[src/hw/wdtc_pkg.sv]
// Purpose: Shared constants and types of the watchdog timer block
// Assumes: 100 MHz system clock; 8-bit register port
// Notes:   Offsets are byte addresses on the plain register port

package wdtc_pkg;

    // ************************************************************
    // Clocking
    // ************************************************************
    localparam int unsigned CLK_HZ = 100_000_000;
    // Nominal watchdog oscillator rate
    localparam int unsigned OSC_HZ = 400_000;
    localparam int unsigned OSC_DIV = CLK_HZ / OSC_HZ;
    // Peripheral clock is the CPU clock halved
    localparam int unsigned PCLK_DIV = 2;
    // Ticks of each clock spent by the switch synchroniser
    localparam logic [1:0] SYNC_TICKS = 2'h2;

    // ************************************************************
    // Counter geometry
    // ************************************************************
    localparam int unsigned PRE_BASE = 5;
    localparam int PRE_W = 12;
    localparam logic [PRE_W-1:0] PRES_ALL = 12'hFFF;
    localparam logic [2:0] TAP_MAX = 3'h7;

    // ************************************************************
    // Register map
    // ************************************************************
    localparam logic [7:0] A_CTRL = 8'hA7;
    localparam logic [7:0] A_RELOAD = 8'hC1;
    localparam logic [7:0] A_FEED = 8'hC2;
    localparam logic [7:0] A_COUNT = 8'hC3;

    // Control register fields
    localparam int CB_SEL = 0;
    localparam int CB_FLAG = 1;
    localparam int CB_RUN = 2;
    localparam int CB_TAP = 5;

    // Reset values
    localparam logic [2:0] TAP_RST = 3'h7;
    localparam logic RUN_RST = 1'b1;
    localparam logic SEL_RST = 1'b1;
    localparam logic [7:0] RELOAD_RST = 8'hFF;

    // Feed sequence keys
    localparam logic [7:0] FEED_KEY1 = 8'hA5;
    localparam logic [7:0] FEED_KEY2 = 8'h5A;

    // ************************************************************
    // Types
    // ************************************************************
    typedef enum logic [1:0] {
        SW_IDLE,
        SW_RELEASE,
        SW_ACQUIRE
    } wdtc_sw_t;

endpackage : wdtc_pkg

[src/hw/wdtc_tickgen.sv]
// Purpose: Divides the system clock into one-cycle tick pulses
// Assumes: Enable low models a stopped source clock
// Notes:   Count restarts from zero when the source is stopped

`timescale 1ns/100ps
`default_nettype none

module wdtc_tickgen import wdtc_pkg::*; #(
    parameter int unsigned DIV = 2
) (
    // Clock and reset
    input wire logic clk_sys,
    input wire logic rstn,
    input wire logic ce,
    // Source control
    input wire logic en,
    output logic tick
);

    localparam int W = (DIV > 1) ? $clog2(DIV) : 1;
    localparam logic [W-1:0] LAST = W'(DIV - 1);

    typedef struct packed {
        logic [W-1:0] cnt;
        logic tick;
    } wdtc_tg_t;

    wdtc_tg_t st_r;
    wdtc_tg_t st_nxt;

    always_comb begin
        st_nxt = st_r;
        st_nxt.tick = 1'b0;
        if (!en) begin
            st_nxt.cnt = '0;
        end else if (st_r.cnt == LAST) begin
            st_nxt.cnt = '0;
            st_nxt.tick = 1'b1;
        end else begin
            st_nxt.cnt = st_r.cnt + W'(1);
        end
    end

    always_ff @(posedge clk_sys or negedge rstn) begin
        if (!rstn) begin
            st_r <= '0;
        end else if (ce) begin
            st_r <= st_nxt;
        end
    end

    assign tick = st_r.tick;
endmodule : wdtc_tickgen

`default_nettype wire

[src/hw/wdtc_clksw.sv]
// Purpose: Glitch-free switch between peripheral and oscillator ticks
// Assumes: Start pulses only on a completed feed
// Notes:   A start during a switch is ignored

`timescale 1ns/100ps
`default_nettype none

module wdtc_clksw import wdtc_pkg::*; (
    // Clock and reset
    input wire logic clk_sys,
    input wire logic rstn,
    input wire logic ce,
    // Source ticks
    input wire logic pclk_tick,
    input wire logic osc_tick,
    // Selection
    input wire logic start,
    input wire logic target,
    output logic sel_osc,
    output logic switching,
    output logic wd_tick
);

    typedef struct packed {
        wdtc_sw_t state;
        logic [1:0] cnt;
        logic sel;
        logic tgt;
    } wdtc_csw_t;

    wdtc_csw_t st_r;
    wdtc_csw_t st_nxt;
    logic old_tick;
    logic new_tick;

    assign old_tick = st_r.sel ? osc_tick : pclk_tick;
    assign new_tick = st_r.tgt ? osc_tick : pclk_tick;

    always_comb begin
        st_nxt = st_r;
        unique case (st_r.state)
            SW_IDLE: begin
                if (start && (target != st_r.sel)) begin
                    st_nxt.state = SW_RELEASE;
                    st_nxt.tgt = target;
                    st_nxt.cnt = 2'h0;
                end
            end
            // Stalls until restart if the old peripheral clock has stopped
            SW_RELEASE: begin
                if (old_tick) begin
                    st_nxt.cnt = st_r.cnt + 2'h1;
                    if (st_r.cnt == SYNC_TICKS - 2'h1) begin
                        st_nxt.state = SW_ACQUIRE;
                        st_nxt.cnt = 2'h0;
                    end
                end
            end
            SW_ACQUIRE: begin
                if (new_tick) begin
                    st_nxt.cnt = st_r.cnt + 2'h1;
                    if (st_r.cnt == SYNC_TICKS - 2'h1) begin
                        st_nxt.state = SW_IDLE;
                        st_nxt.sel = st_r.tgt;
                        st_nxt.cnt = 2'h0;
                    end
                end
            end
            default: st_nxt.state = SW_IDLE;
        endcase
    end

    always_ff @(posedge clk_sys or negedge rstn) begin
        if (!rstn) begin
            st_r <= '{SW_IDLE, 2'h0, SEL_RST, SEL_RST};
        end else if (ce) begin
            st_r <= st_nxt;
        end
    end

    assign sel_osc = st_r.sel;
    assign switching = (st_r.state != SW_IDLE);
    // No counter ticks while neither source is attached
    assign wd_tick = !switching && old_tick;
endmodule : wdtc_clksw

`default_nettype wire

[src/hw/wdtc_top.sv]
// Purpose: Watchdog timer with prescaler, 8-bit down counter, two modes
// Assumes: Register port strobes are one cycle; clk_sys is the CPU clock
// Notes:   Oscillator and peripheral clocks are modelled as ticks
// Contract
// - Counter clock is the 400 kHz oscillator or peripheral clock.
// - New clock select takes effect only after a valid feed.
// - Switch waits two old-clock then two new-clock ticks.
// - Prescaler restarts at feed; switch may skew its count.
// - Stopped peripheral clock blocks oscillator selection until restart.
// - Watchdog mode: software feeds; running out resets the CPU.
// - Timer mode: control writes reach shadow one watchdog tick later.
// - Timer mode: underflow sets flag, interrupts if enabled.
// - Timer mode: flag clears only by software writing zero.
// - Timer mode: underflow reloads counter and keeps counting.
// - Valid feed loads reload value into counter.
// - Timer mode: wrong feed sequences are silently ignored.
// - Power down: oscillator runs only while selected.
// - Underflow during power down wakes the device.
// - Timeout is 2^(5+tap)*(reload+1)+1 watchdog clocks.
// - Run bit starts/stops; forced on with both safety bits set.
// - Watchdog mode: underflow sets flag; feed or zero write clears.

`timescale 1ns/100ps
`default_nettype none

module wdtc_top import wdtc_pkg::*; (
    // Clock and reset
    input wire logic clk_sys,
    input wire logic rstn,
    input wire logic ce,
    // Register port
    input wire logic [7:0] addr,
    input wire logic [7:0] wdata,
    input wire logic wr,
    input wire logic rd,
    output logic [7:0] rdata,
    // Mode and system inputs
    input wire logic watchdog_mode_enable,
    input wire logic safety_enable,
    input wire logic watchdog_interrupt_enable,
    input wire logic power_down,
    input wire logic wdt_reset_cause,
    // Outputs to the system
    output logic cpu_reset_req,
    output logic irq_req,
    output logic wakeup
);

    // ************************************************************
    // State
    // ************************************************************
    typedef struct packed {
        logic init;
        logic [2:0] tap;
        logic run;
        logic sel;
        logic flag;
        logic [7:0] reload;
        logic [2:0] sh_tap;
        logic sh_run;
        logic sh_pend;
        logic [PRE_W-1:0] pres;
        logic [7:0] cnt;
        logic uf_arm;
        logic feed_arm;
        logic [7:0] rdata;
        logic rst_req;
        logic wake;
    } wdtc_st_t;

    wdtc_st_t st_r;
    wdtc_st_t st_nxt;

    logic safe_lock;
    logic run_eff;
    logic sel_eff;
    logic wr_ctrl;
    logic wr_feed;
    logic good_feed;
    logic bad_feed;
    logic flag_clr;
    logic uf;
    logic [PRE_W-1:0] pmask;
    logic pclk_tick;
    logic osc_tick;
    logic sel_osc;
    logic switching;
    logic wd_tick;

    // ************************************************************
    // Clock sources
    // ************************************************************
    // The CPU clock, and so the peripheral clock, stops in power down
    wdtc_tickgen #(.DIV(PCLK_DIV)) u_pclk (
        .clk_sys(clk_sys),
        .rstn(rstn),
        .ce(ce),
        .en(!power_down),
        .tick(pclk_tick)
    );

    // Oscillator survives power down only when it clocks the counter
    wdtc_tickgen #(.DIV(OSC_DIV)) u_osc (
        .clk_sys(clk_sys),
        .rstn(rstn),
        .ce(ce),
        .en(!power_down || sel_osc),
        .tick(osc_tick)
    );

    wdtc_clksw u_sw (
        .clk_sys(clk_sys),
        .rstn(rstn),
        .ce(ce),
        .pclk_tick(pclk_tick),
        .osc_tick(osc_tick),
        .start(good_feed),
        .target(sel_eff),
        .sel_osc(sel_osc),
        .switching(switching),
        .wd_tick(wd_tick)
    );

    // ************************************************************
    // Decode
    // ************************************************************
    assign safe_lock = watchdog_mode_enable && safety_enable;
    assign run_eff = st_r.sh_run || safe_lock;
    assign sel_eff = st_r.sel || safe_lock;
    assign wr_ctrl = wr && (addr == A_CTRL);
    assign wr_feed = wr && (addr == A_FEED);
    // Key two must be the very next write after key one
    assign good_feed = wr_feed && st_r.feed_arm
        && (wdata == FEED_KEY2);
    assign bad_feed = wr && !good_feed
        && (st_r.feed_arm || (wr_feed && wdata != FEED_KEY1));
    assign flag_clr = wr_ctrl && !wdata[CB_FLAG];
    assign uf = wd_tick && run_eff && st_r.uf_arm;
    // Tap selects a period of 2^(5+tap) ticks
    assign pmask = PRES_ALL >> (TAP_MAX - st_r.sh_tap);

    // ************************************************************
    // Next state
    // ************************************************************
    always_comb begin
        st_nxt = st_r;
        st_nxt.rst_req = 1'b0;
        st_nxt.wake = 1'b0;
        st_nxt.rdata = 8'h00;
        st_nxt.init = 1'b1;

        // Feed sequencer
        if (wr) begin
            st_nxt.feed_arm = wr_feed && !st_r.feed_arm
                && (wdata == FEED_KEY1);
        end

        // Register writes
        if (wr_ctrl) begin
            st_nxt.tap = wdata[CB_TAP +: 3];
            st_nxt.run = wdata[CB_RUN];
            st_nxt.sel = wdata[CB_SEL];
            st_nxt.sh_pend = 1'b1;
        end
        if (wr && addr == A_RELOAD) begin
            st_nxt.reload = wdata;
        end

        // Timer mode copies control into the shadow on the next tick
        if (!watchdog_mode_enable && st_r.sh_pend && wd_tick) begin
            st_nxt.sh_tap = st_r.tap;
            st_nxt.sh_run = st_r.run;
            st_nxt.sh_pend = wr_ctrl;
        end

        // Counting; prescaler then down counter, one extra tick at end
        if (wd_tick && run_eff) begin
            if (st_r.uf_arm) begin
                st_nxt.uf_arm = 1'b0;
            end else if (st_r.pres >= pmask) begin
                st_nxt.pres = '0;
                if (st_r.cnt == 8'h00) begin
                    st_nxt.uf_arm = 1'b1;
                end else begin
                    st_nxt.cnt = st_r.cnt - 8'h01;
                end
            end else begin
                st_nxt.pres = st_r.pres + PRE_W'(1);
            end
        end

        if (uf) begin
            st_nxt.wake = power_down;
            if (watchdog_mode_enable) begin
                st_nxt.rst_req = 1'b1;
            end else begin
                st_nxt.cnt = st_r.reload;
                st_nxt.pres = '0;
            end
        end

        // Watchdog mode: a broken sequence is as bad as running out
        if (bad_feed && watchdog_mode_enable && run_eff) begin
            st_nxt.rst_req = 1'b1;
        end

        // Feed reloads, restarts prescaler and commits the shadow
        if (good_feed) begin
            st_nxt.cnt = st_r.reload;
            st_nxt.pres = '0;
            st_nxt.uf_arm = 1'b0;
            st_nxt.sh_tap = st_r.tap;
            st_nxt.sh_run = st_r.run;
            st_nxt.sh_pend = 1'b0;
        end

        // Flag: set wins over any clear in the same cycle
        if (!st_r.init) begin
            st_nxt.flag = wdt_reset_cause;
        end else if (uf) begin
            st_nxt.flag = 1'b1;
        end else if (flag_clr) begin
            st_nxt.flag = 1'b0;
        end else if (good_feed && watchdog_mode_enable) begin
            st_nxt.flag = 1'b0;
        end

        // Read data appears the cycle after the strobe
        if (rd) begin
            unique case (addr)
                A_CTRL: st_nxt.rdata = {st_r.tap, 2'b00, run_eff,
                    st_r.flag, sel_eff};
                A_RELOAD: st_nxt.rdata = st_r.reload;
                A_COUNT: st_nxt.rdata = st_r.cnt;
                default: st_nxt.rdata = 8'h00;
            endcase
        end
    end

    // ************************************************************
    // Registers
    // ************************************************************
    always_ff @(posedge clk_sys or negedge rstn) begin
        if (!rstn) begin
            st_r <= '{
                init: 1'b0,
                tap: TAP_RST,
                run: RUN_RST,
                sel: SEL_RST,
                flag: 1'b0,
                reload: RELOAD_RST,
                sh_tap: TAP_RST,
                sh_run: RUN_RST,
                sh_pend: 1'b0,
                pres: '0,
                cnt: RELOAD_RST,
                uf_arm: 1'b0,
                feed_arm: 1'b0,
                rdata: 8'h00,
                rst_req: 1'b0,
                wake: 1'b0
            };
        end else if (ce) begin
            st_r <= st_nxt;
        end
    end

    assign rdata = st_r.rdata;
    assign cpu_reset_req = st_r.rst_req;
    assign wakeup = st_r.wake;
    assign irq_req = st_r.flag && watchdog_interrupt_enable
        && !watchdog_mode_enable;
endmodule : wdtc_top

`default_nettype wire

[config.mk]
export PLATFORM = sky130hd
export DESIGN_NAME = wdtc_top
export DESIGN_NICKNAME = d
export VERILOG_FILES = /design/src/hw/wdtc_pkg.sv /design/src/hw/wdtc_tickgen.sv /design/src/hw/wdtc_clksw.sv /design/src/hw/wdtc_top.sv
export SDC_FILE = /design/constraint.sdc
export NUM_CORES = 1
export LEC_CHECK = 0
export BUFFER_PORTS_ARGS = -buffer_cell sky130_fd_sc_hd__buf_2
export CAP_MARGIN = 10
export CORE_MARGIN = 5
export CORE_UTILIZATION = 50
export DETAILED_ROUTE_END_ITERATION = 8
export HOLD_SLACK_MARGIN = 0.1
export PLACE_DENSITY_LB_ADDON = 0.3
export SYNTH_ARGS = -nofsm -noshare
export SYNTH_HDL_FRONTEND = slang
export SYNTH_SLANG_ARGS = --single-unit
[constraint.sdc]
create_clock -name clk_sys -period 3.5 [get_ports clk_sys]
set_clock_uncertainty 0.2 [all_clocks]
set_input_delay 0.35 -clock clk_sys [delete_from_list [all_inputs] [get_ports clk_sys]]
set_output_delay 0.35 -clock clk_sys [all_outputs]
set_load 0.03 [all_outputs]
Word level (Yosys, flattened, before mapping) --
Cells that the tools add are included.
Cells by class: magnitude comparators 1, reduce and logical (&&, ||, !) cells 51, shift operators 1, add/subtract/negate cells 6, equality and inequality tests 18, muxes and demuxes 38
Operators with widths (number):
- $mux W20 | 3
- $eq A8 B8 Y1 const B | 6
- $mux W8 | 4
- $mux W26 | 1
- $pmux W8 S3 | 1
- $logic_and A1 B1 Y1 | 23
- $mux W21 | 1
- $mux W1 | 17
- $mux W5 | 3
- $reduce_and A2 Y1 | 7
- $add A12 B1 Y12 const B | 1
- $ge A12 B12 Y1 | 1
- $mux W12 | 1
- $mux W4 | 3
- $pmux W2 S3 | 2
- $shr A12 B3 Y12 const A | 1
- $ne A2 B1 Y1 const B | 5
- $mux W9 | 1
- $add A8 B1 Y8 const B | 1
- $eq A8 B7 Y1 const B | 1
- $logic_not A8 Y1 | 1
- $ne A8 B8 Y1 const B | 1
- $sub A8 B1 Y8 const B | 1
- $logic_not A1 Y1 | 6
- 16 further kinds | 23
Word-level totals: logic and storage cells 139, bits in registers 69, bits of input ports 26

Logic depth before layout (Yosys ltp) --
word-level depth 10, mapped depth 9, depth with buffers taken out 8

By module --
A second synthesis with hierarchy kept.
Second synthesis, totals: cell total of the unflattened synthesis 406, area, all modules 4157.7 µm²
By module, submodules not included:
- wdtc_top | seq. area each 1332.5 µm², instances 1, cells each 303, area each 3130.5 µm²
- wdtc_tickgen at u_osc | seq. area each 225.2 µm², instances 1, cells each 52, area each 500.5 µm²
- wdtc_clksw | seq. area each 152.6 µm², instances 1, cells each 43, area each 446.7 µm²
- wdtc_tickgen at u_pclk | seq. area each 50.0 µm², instances 1, cells each 8, area each 80.1 µm²

Worst setup path before layout --
No wires, ideal clock.
kind register -> register, start point register st_r[35] (netlist bit), end point register st_r[19] (netlist bit), stages on the path, launching flop included 9, arrival 2157 ps, period minus slack after synthesis 2464 ps, setup slack 1036 ps, path through dfstp_2 a21oi_1 ha_1 nand3_1 or3_1 a31oi_4 o2111ai_2 o311ai_0 o311ai_0
Between the ends: cells in the longest elaborated chain, start to end 9
RTL lines:
- start, declared | RTL line wdtc_top.sv:71 | wdtc_st_t st_r;
- start signal, assigned | RTL line wdtc_top.sv:245 | st_r <= '{
- start signal, assigned | RTL line wdtc_top.sv:264 | st_r <= st_nxt;
- $sub A3 B3 Y3 * | RTL line wdtc_top.sv:140 | assign pmask = PRES_ALL >> (TAP_MAX - st_r.sh_tap);
- $shr A12 B3 Y12 * | RTL line wdtc_top.sv:140
- $ge A12 B12 Y1 * | RTL line wdtc_top.sv:180 | end else if (st_r.pres >= pmask) begin
- $mux W9 * | RTL line wdtc_top.sv:180
- $mux W20 * | RTL line wdtc_top.sv:178 | if (st_r.uf_arm) begin
- $mux W21 * | RTL line wdtc_top.sv:177 | if (wd_tick && run_eff) begin
- $mux W20 | RTL line wdtc_top.sv:194 | if (watchdog_mode_enable) begin
- $mux W20 * | RTL line wdtc_top.sv:192 | if (uf) begin
- $mux W26 * | RTL line wdtc_top.sv:208 | if (good_feed) begin
Every way passes the cells marked *; elsewhere a longest branch is shown, timed or not. The select of a mux whose other input is x is not followed. A chain may end at the register's enable or synchronous reset.

Final worst setup path --
start point input port wdata[1], end point register st_r[19] (netlist bit)
Between the ends: cells in the longest elaborated chain, start to end 3
RTL lines:
- start, declared | RTL line wdtc_top.sv:33 | input wire logic [7:0] wdata,
- $eq A8 B7 Y1 | RTL line wdtc_top.sv:134 | && (wdata == FEED_KEY2);
- $logic_and A1 B1 Y1 | RTL line wdtc_top.sv:134
- $mux W26 | RTL line wdtc_top.sv:208
Every way passes these cells.

==> reports/summary.txt <==
Post-synth ARST share = 100.0%
FP Rows = 33
Post-Place Cells = 530
First-pass GRT wire length = 16,060 µm
Initial antenna violation count = 0
# port buffers = 36
M1 wire length = 4504 µm
Top-area cell type share of the netlist area = 25.72%
Vias in the first global route = 3,272
Crit path launch type = input pin
Max VDD drop = 0.3045 mV
Yosys reg bits = 69
Most frequent cell after synthesis = dfrtp_1
Leakage = 1.946 nW
Synth-to-Final Area Change = 12.92%
Synth Area in Simple Gates = 19.26%
Synth cell types = 61
Max layer used = met4
Met3 wire len = 417 µm
Endpoint kind of the worst setup timing path = register
Commonest cells in the netlist = dfrtp_1 (42), nand2_1 (28), dfstp_2 (27)
Detailed placer's ending HPWL = 6652 µm
Hold_buf cts = 10
Final Hold Fails = 0
Postcts setup bufs = 0
Finished Layout Cells = 556
Max incr delay on CP = 0.93 ns
Post-Synth XOR/XNOR Area = 0.8573%
Crit path DAT = 3.03 ns
H-tree levels = 3
Clock Latency Late Sink = 0.34 ns
Die H = 100.4 µm
Area contributors post-synth = dfrtp_1 (26%), dfstp_2 (17%), mux2_2 (5.5%), ha_1 (4.9%), nand3_1 (3.1%)
CP max-delay cell = nor2b_1
Critical path class = input pin to register
Critical path required time = 3.53 ns
Met2 WL post-DR = 4369 µm
Grt ovf = 0
Largest net degree at the start of global routing = 70
Sequential share of the synthesized area = 43.08%
Root buf cell = clkbuf_8
Final setup viols = 0
Crit-path max FO = 16
IO Pins = 37
Cell Pwr Density = 419.4 nW/µm²
Final setup margin = 0.5006 ns
Final GP Congestion = 0.8681
First drt pass iteration count = 5
CTS Buf Count = 9
Yosys warning total = 0
N_diodes = 0
Status = complete, no violations
Synth Flop Type = dfrtp_1
Clock buffer depth = 2
Final Slew Violations = 0
Reg clk slew, reported paths = 0.08 ns
Number of synthesized flops with an enable pin = 0
Vias/cell = 6.018
CTS tree = done
Initial DRC count = 212
Most frequent CP cell = o311ai_0
Fin nets = 488
Final WL = 9485 µm
Post-DRT Antenna Nets = 0
Mux share of post-synthesis cell area = 7.716%
Mapped Cells = 409
DRC Markers = 0
Max-cap violations = 0
PostCTS Resize Cnt = 0
Final period utilization = 85.70%
Vias = 3,346
Pre-CTS WS = 0.6120 ns
Yosys top cell by area = dfrtp_1
Min Tclk post-route = 2.999 ns
Clock Sinks = 69
Area of the core = 8093 µm²
Synthesized area per cell = 9.991 µm²
Complex-gate fraction of the synthesized area = 19.01%
CP Cell Sequence = dlygate4sd3_1, buf_2, nor3b_1, nor4bb_1, and2_1, nor2b_1, o311ai_0, o311ai_0
Setup TNS = 0 ns
RSZ-0062 raised after global routing = false
Syn_nets = 451
Die X = 100.4 µm
Per-cell routed wire length = 17.06 µm
Initial Util = 50.49%
Fmax = 333.4 MHz
All-Layer GR Usage = 19.95%
Synthesized cell area = 4086 µm²
Max-slew headroom = 21.15%
Largest family of logic cells by synthesized area = simple AND/OR/NAND/NOR gates
Buf/Inv on CP = 2
Adder-cell area share of the yosys netlist = 4.899%
Hold/Removal Path Class = input pin to register
Die ar. = 10,080 µm²
Worst Tran Pin Value = 1.180 ns
Layout cells sized above 1 = 25.28%
Delay-heaviest family, CP = simple AND/OR/NAND/NOR gates
-- routing by layer --
metal / global-route usage, % / up-vias
met3: 2.641 / 17
met4: 9.223 / 0
met5: 0 / -
met1: 28.48 / 1626
met2: 30.12 / 88
li1: - / 1615
-- logic make-up (layout without fill, tap and decap cells) --
family / count (synthesis) / after routing
simple gates: 142 / 142
flops: 69 / 69
mux: 29 / 29
fa+ha+maj: 16 / 16
buf+inv: 40 / 82
xor+xnor: 4 / 4
compound gates: 109 / 109
-- worst register-to-register path, cell delays in order, from the launching register on --
cell      delay [ns]
dfstp_2         0.58
mux2i_1         0.42
or4_1           0.19
nor2b_1         0.92
o311ai_0        0.34
o311ai_0        0.18
-- flip-flops by register name, summed over array words and instances, names as in the netlist --
register and count:
cpu_reset_req 1, rdata 8, st_r 42, u_osc.st_r 8, u_osc.tick 1, u_pclk.st_r 1
u_pclk.tick 1, u_sw.sel_osc 1, u_sw.st_r 5, wakeup 1
-- power by group --
part	leakage, nW	total, mW	internal [mW]	switching [mW]
combinational	0.999	0.299	0.117	0.182
clock	0.108	0.759	0.440	0.319
sequential	0.839	0.877	0.842	0.0357
-- metrics by stage --
stage               cell area (µm²)  utilization [%]  total power, mW  hold slack, ns
floorplan                      4086                -            1.083         -0.1456
finish                         4614            57.02            1.935          0.1409
detailed placement             4280            52.89            1.180          0.2626
global placement               4280            52.89            1.175          0.2576
global route                   4614            57.02            2.026          0.1593
CTS                            4614            57.02            1.946          0.1354
-- placed cells by master (no fill, tap or decap), types with 11 or more instances in the layout --
| cell | synthesis | layout |
|---|---|---|
| nand2_1 | 28 | 28 |
| o2bb2ai_1 | 12 | 12 |
| nor2_1 | 25 | 25 |
| buf_2 | 3 | 36 |
| dfstp_2 | 27 | 27 |
| a21oi_1 | 21 | 21 |
| nand3_1 | 25 | 25 |
| mux2_2 | 20 | 20 |
| ha_1 | 16 | 16 |
| clkbuf_8 | 0 | 11 |
| dfrtp_1 | 42 | 42 |
| and3_1 | 12 | 12 |
| inv_1 | 15 | 15 |
| o21ai_0 | 20 | 20 |
-- path summary, 6_finish.rpt --
check | to | start | slack, ns | cells after the start
worst min-delay path | st_r[45] | wdt_reset_cause | 0.14 | 3
min in group asynchronous | st_r[23] | rstn | 0.55 | 3
worst min register to register | st_r[32] | st_r[32] | 0.28 | 1
worst max register to register | st_r[19] | u_sw.sel_osc | 0.55 | 5
max in group asynchronous | rdata[2] | rstn | 2.01 | 3
worst max-delay path | st_r[19] | wdata[1] | 0.50 | 8
-- area by class of cell --
class	instances	area, µm²
clock buffer	11	151.4
clock inverter	5	82.58
fill	716	3478
inverter	15	56.30
multi-input combinational	300	2115
sequential	69	1760
tap	105	131.4
timing repair buffer	51	317.8
Power figures use the tool's default switching activity.
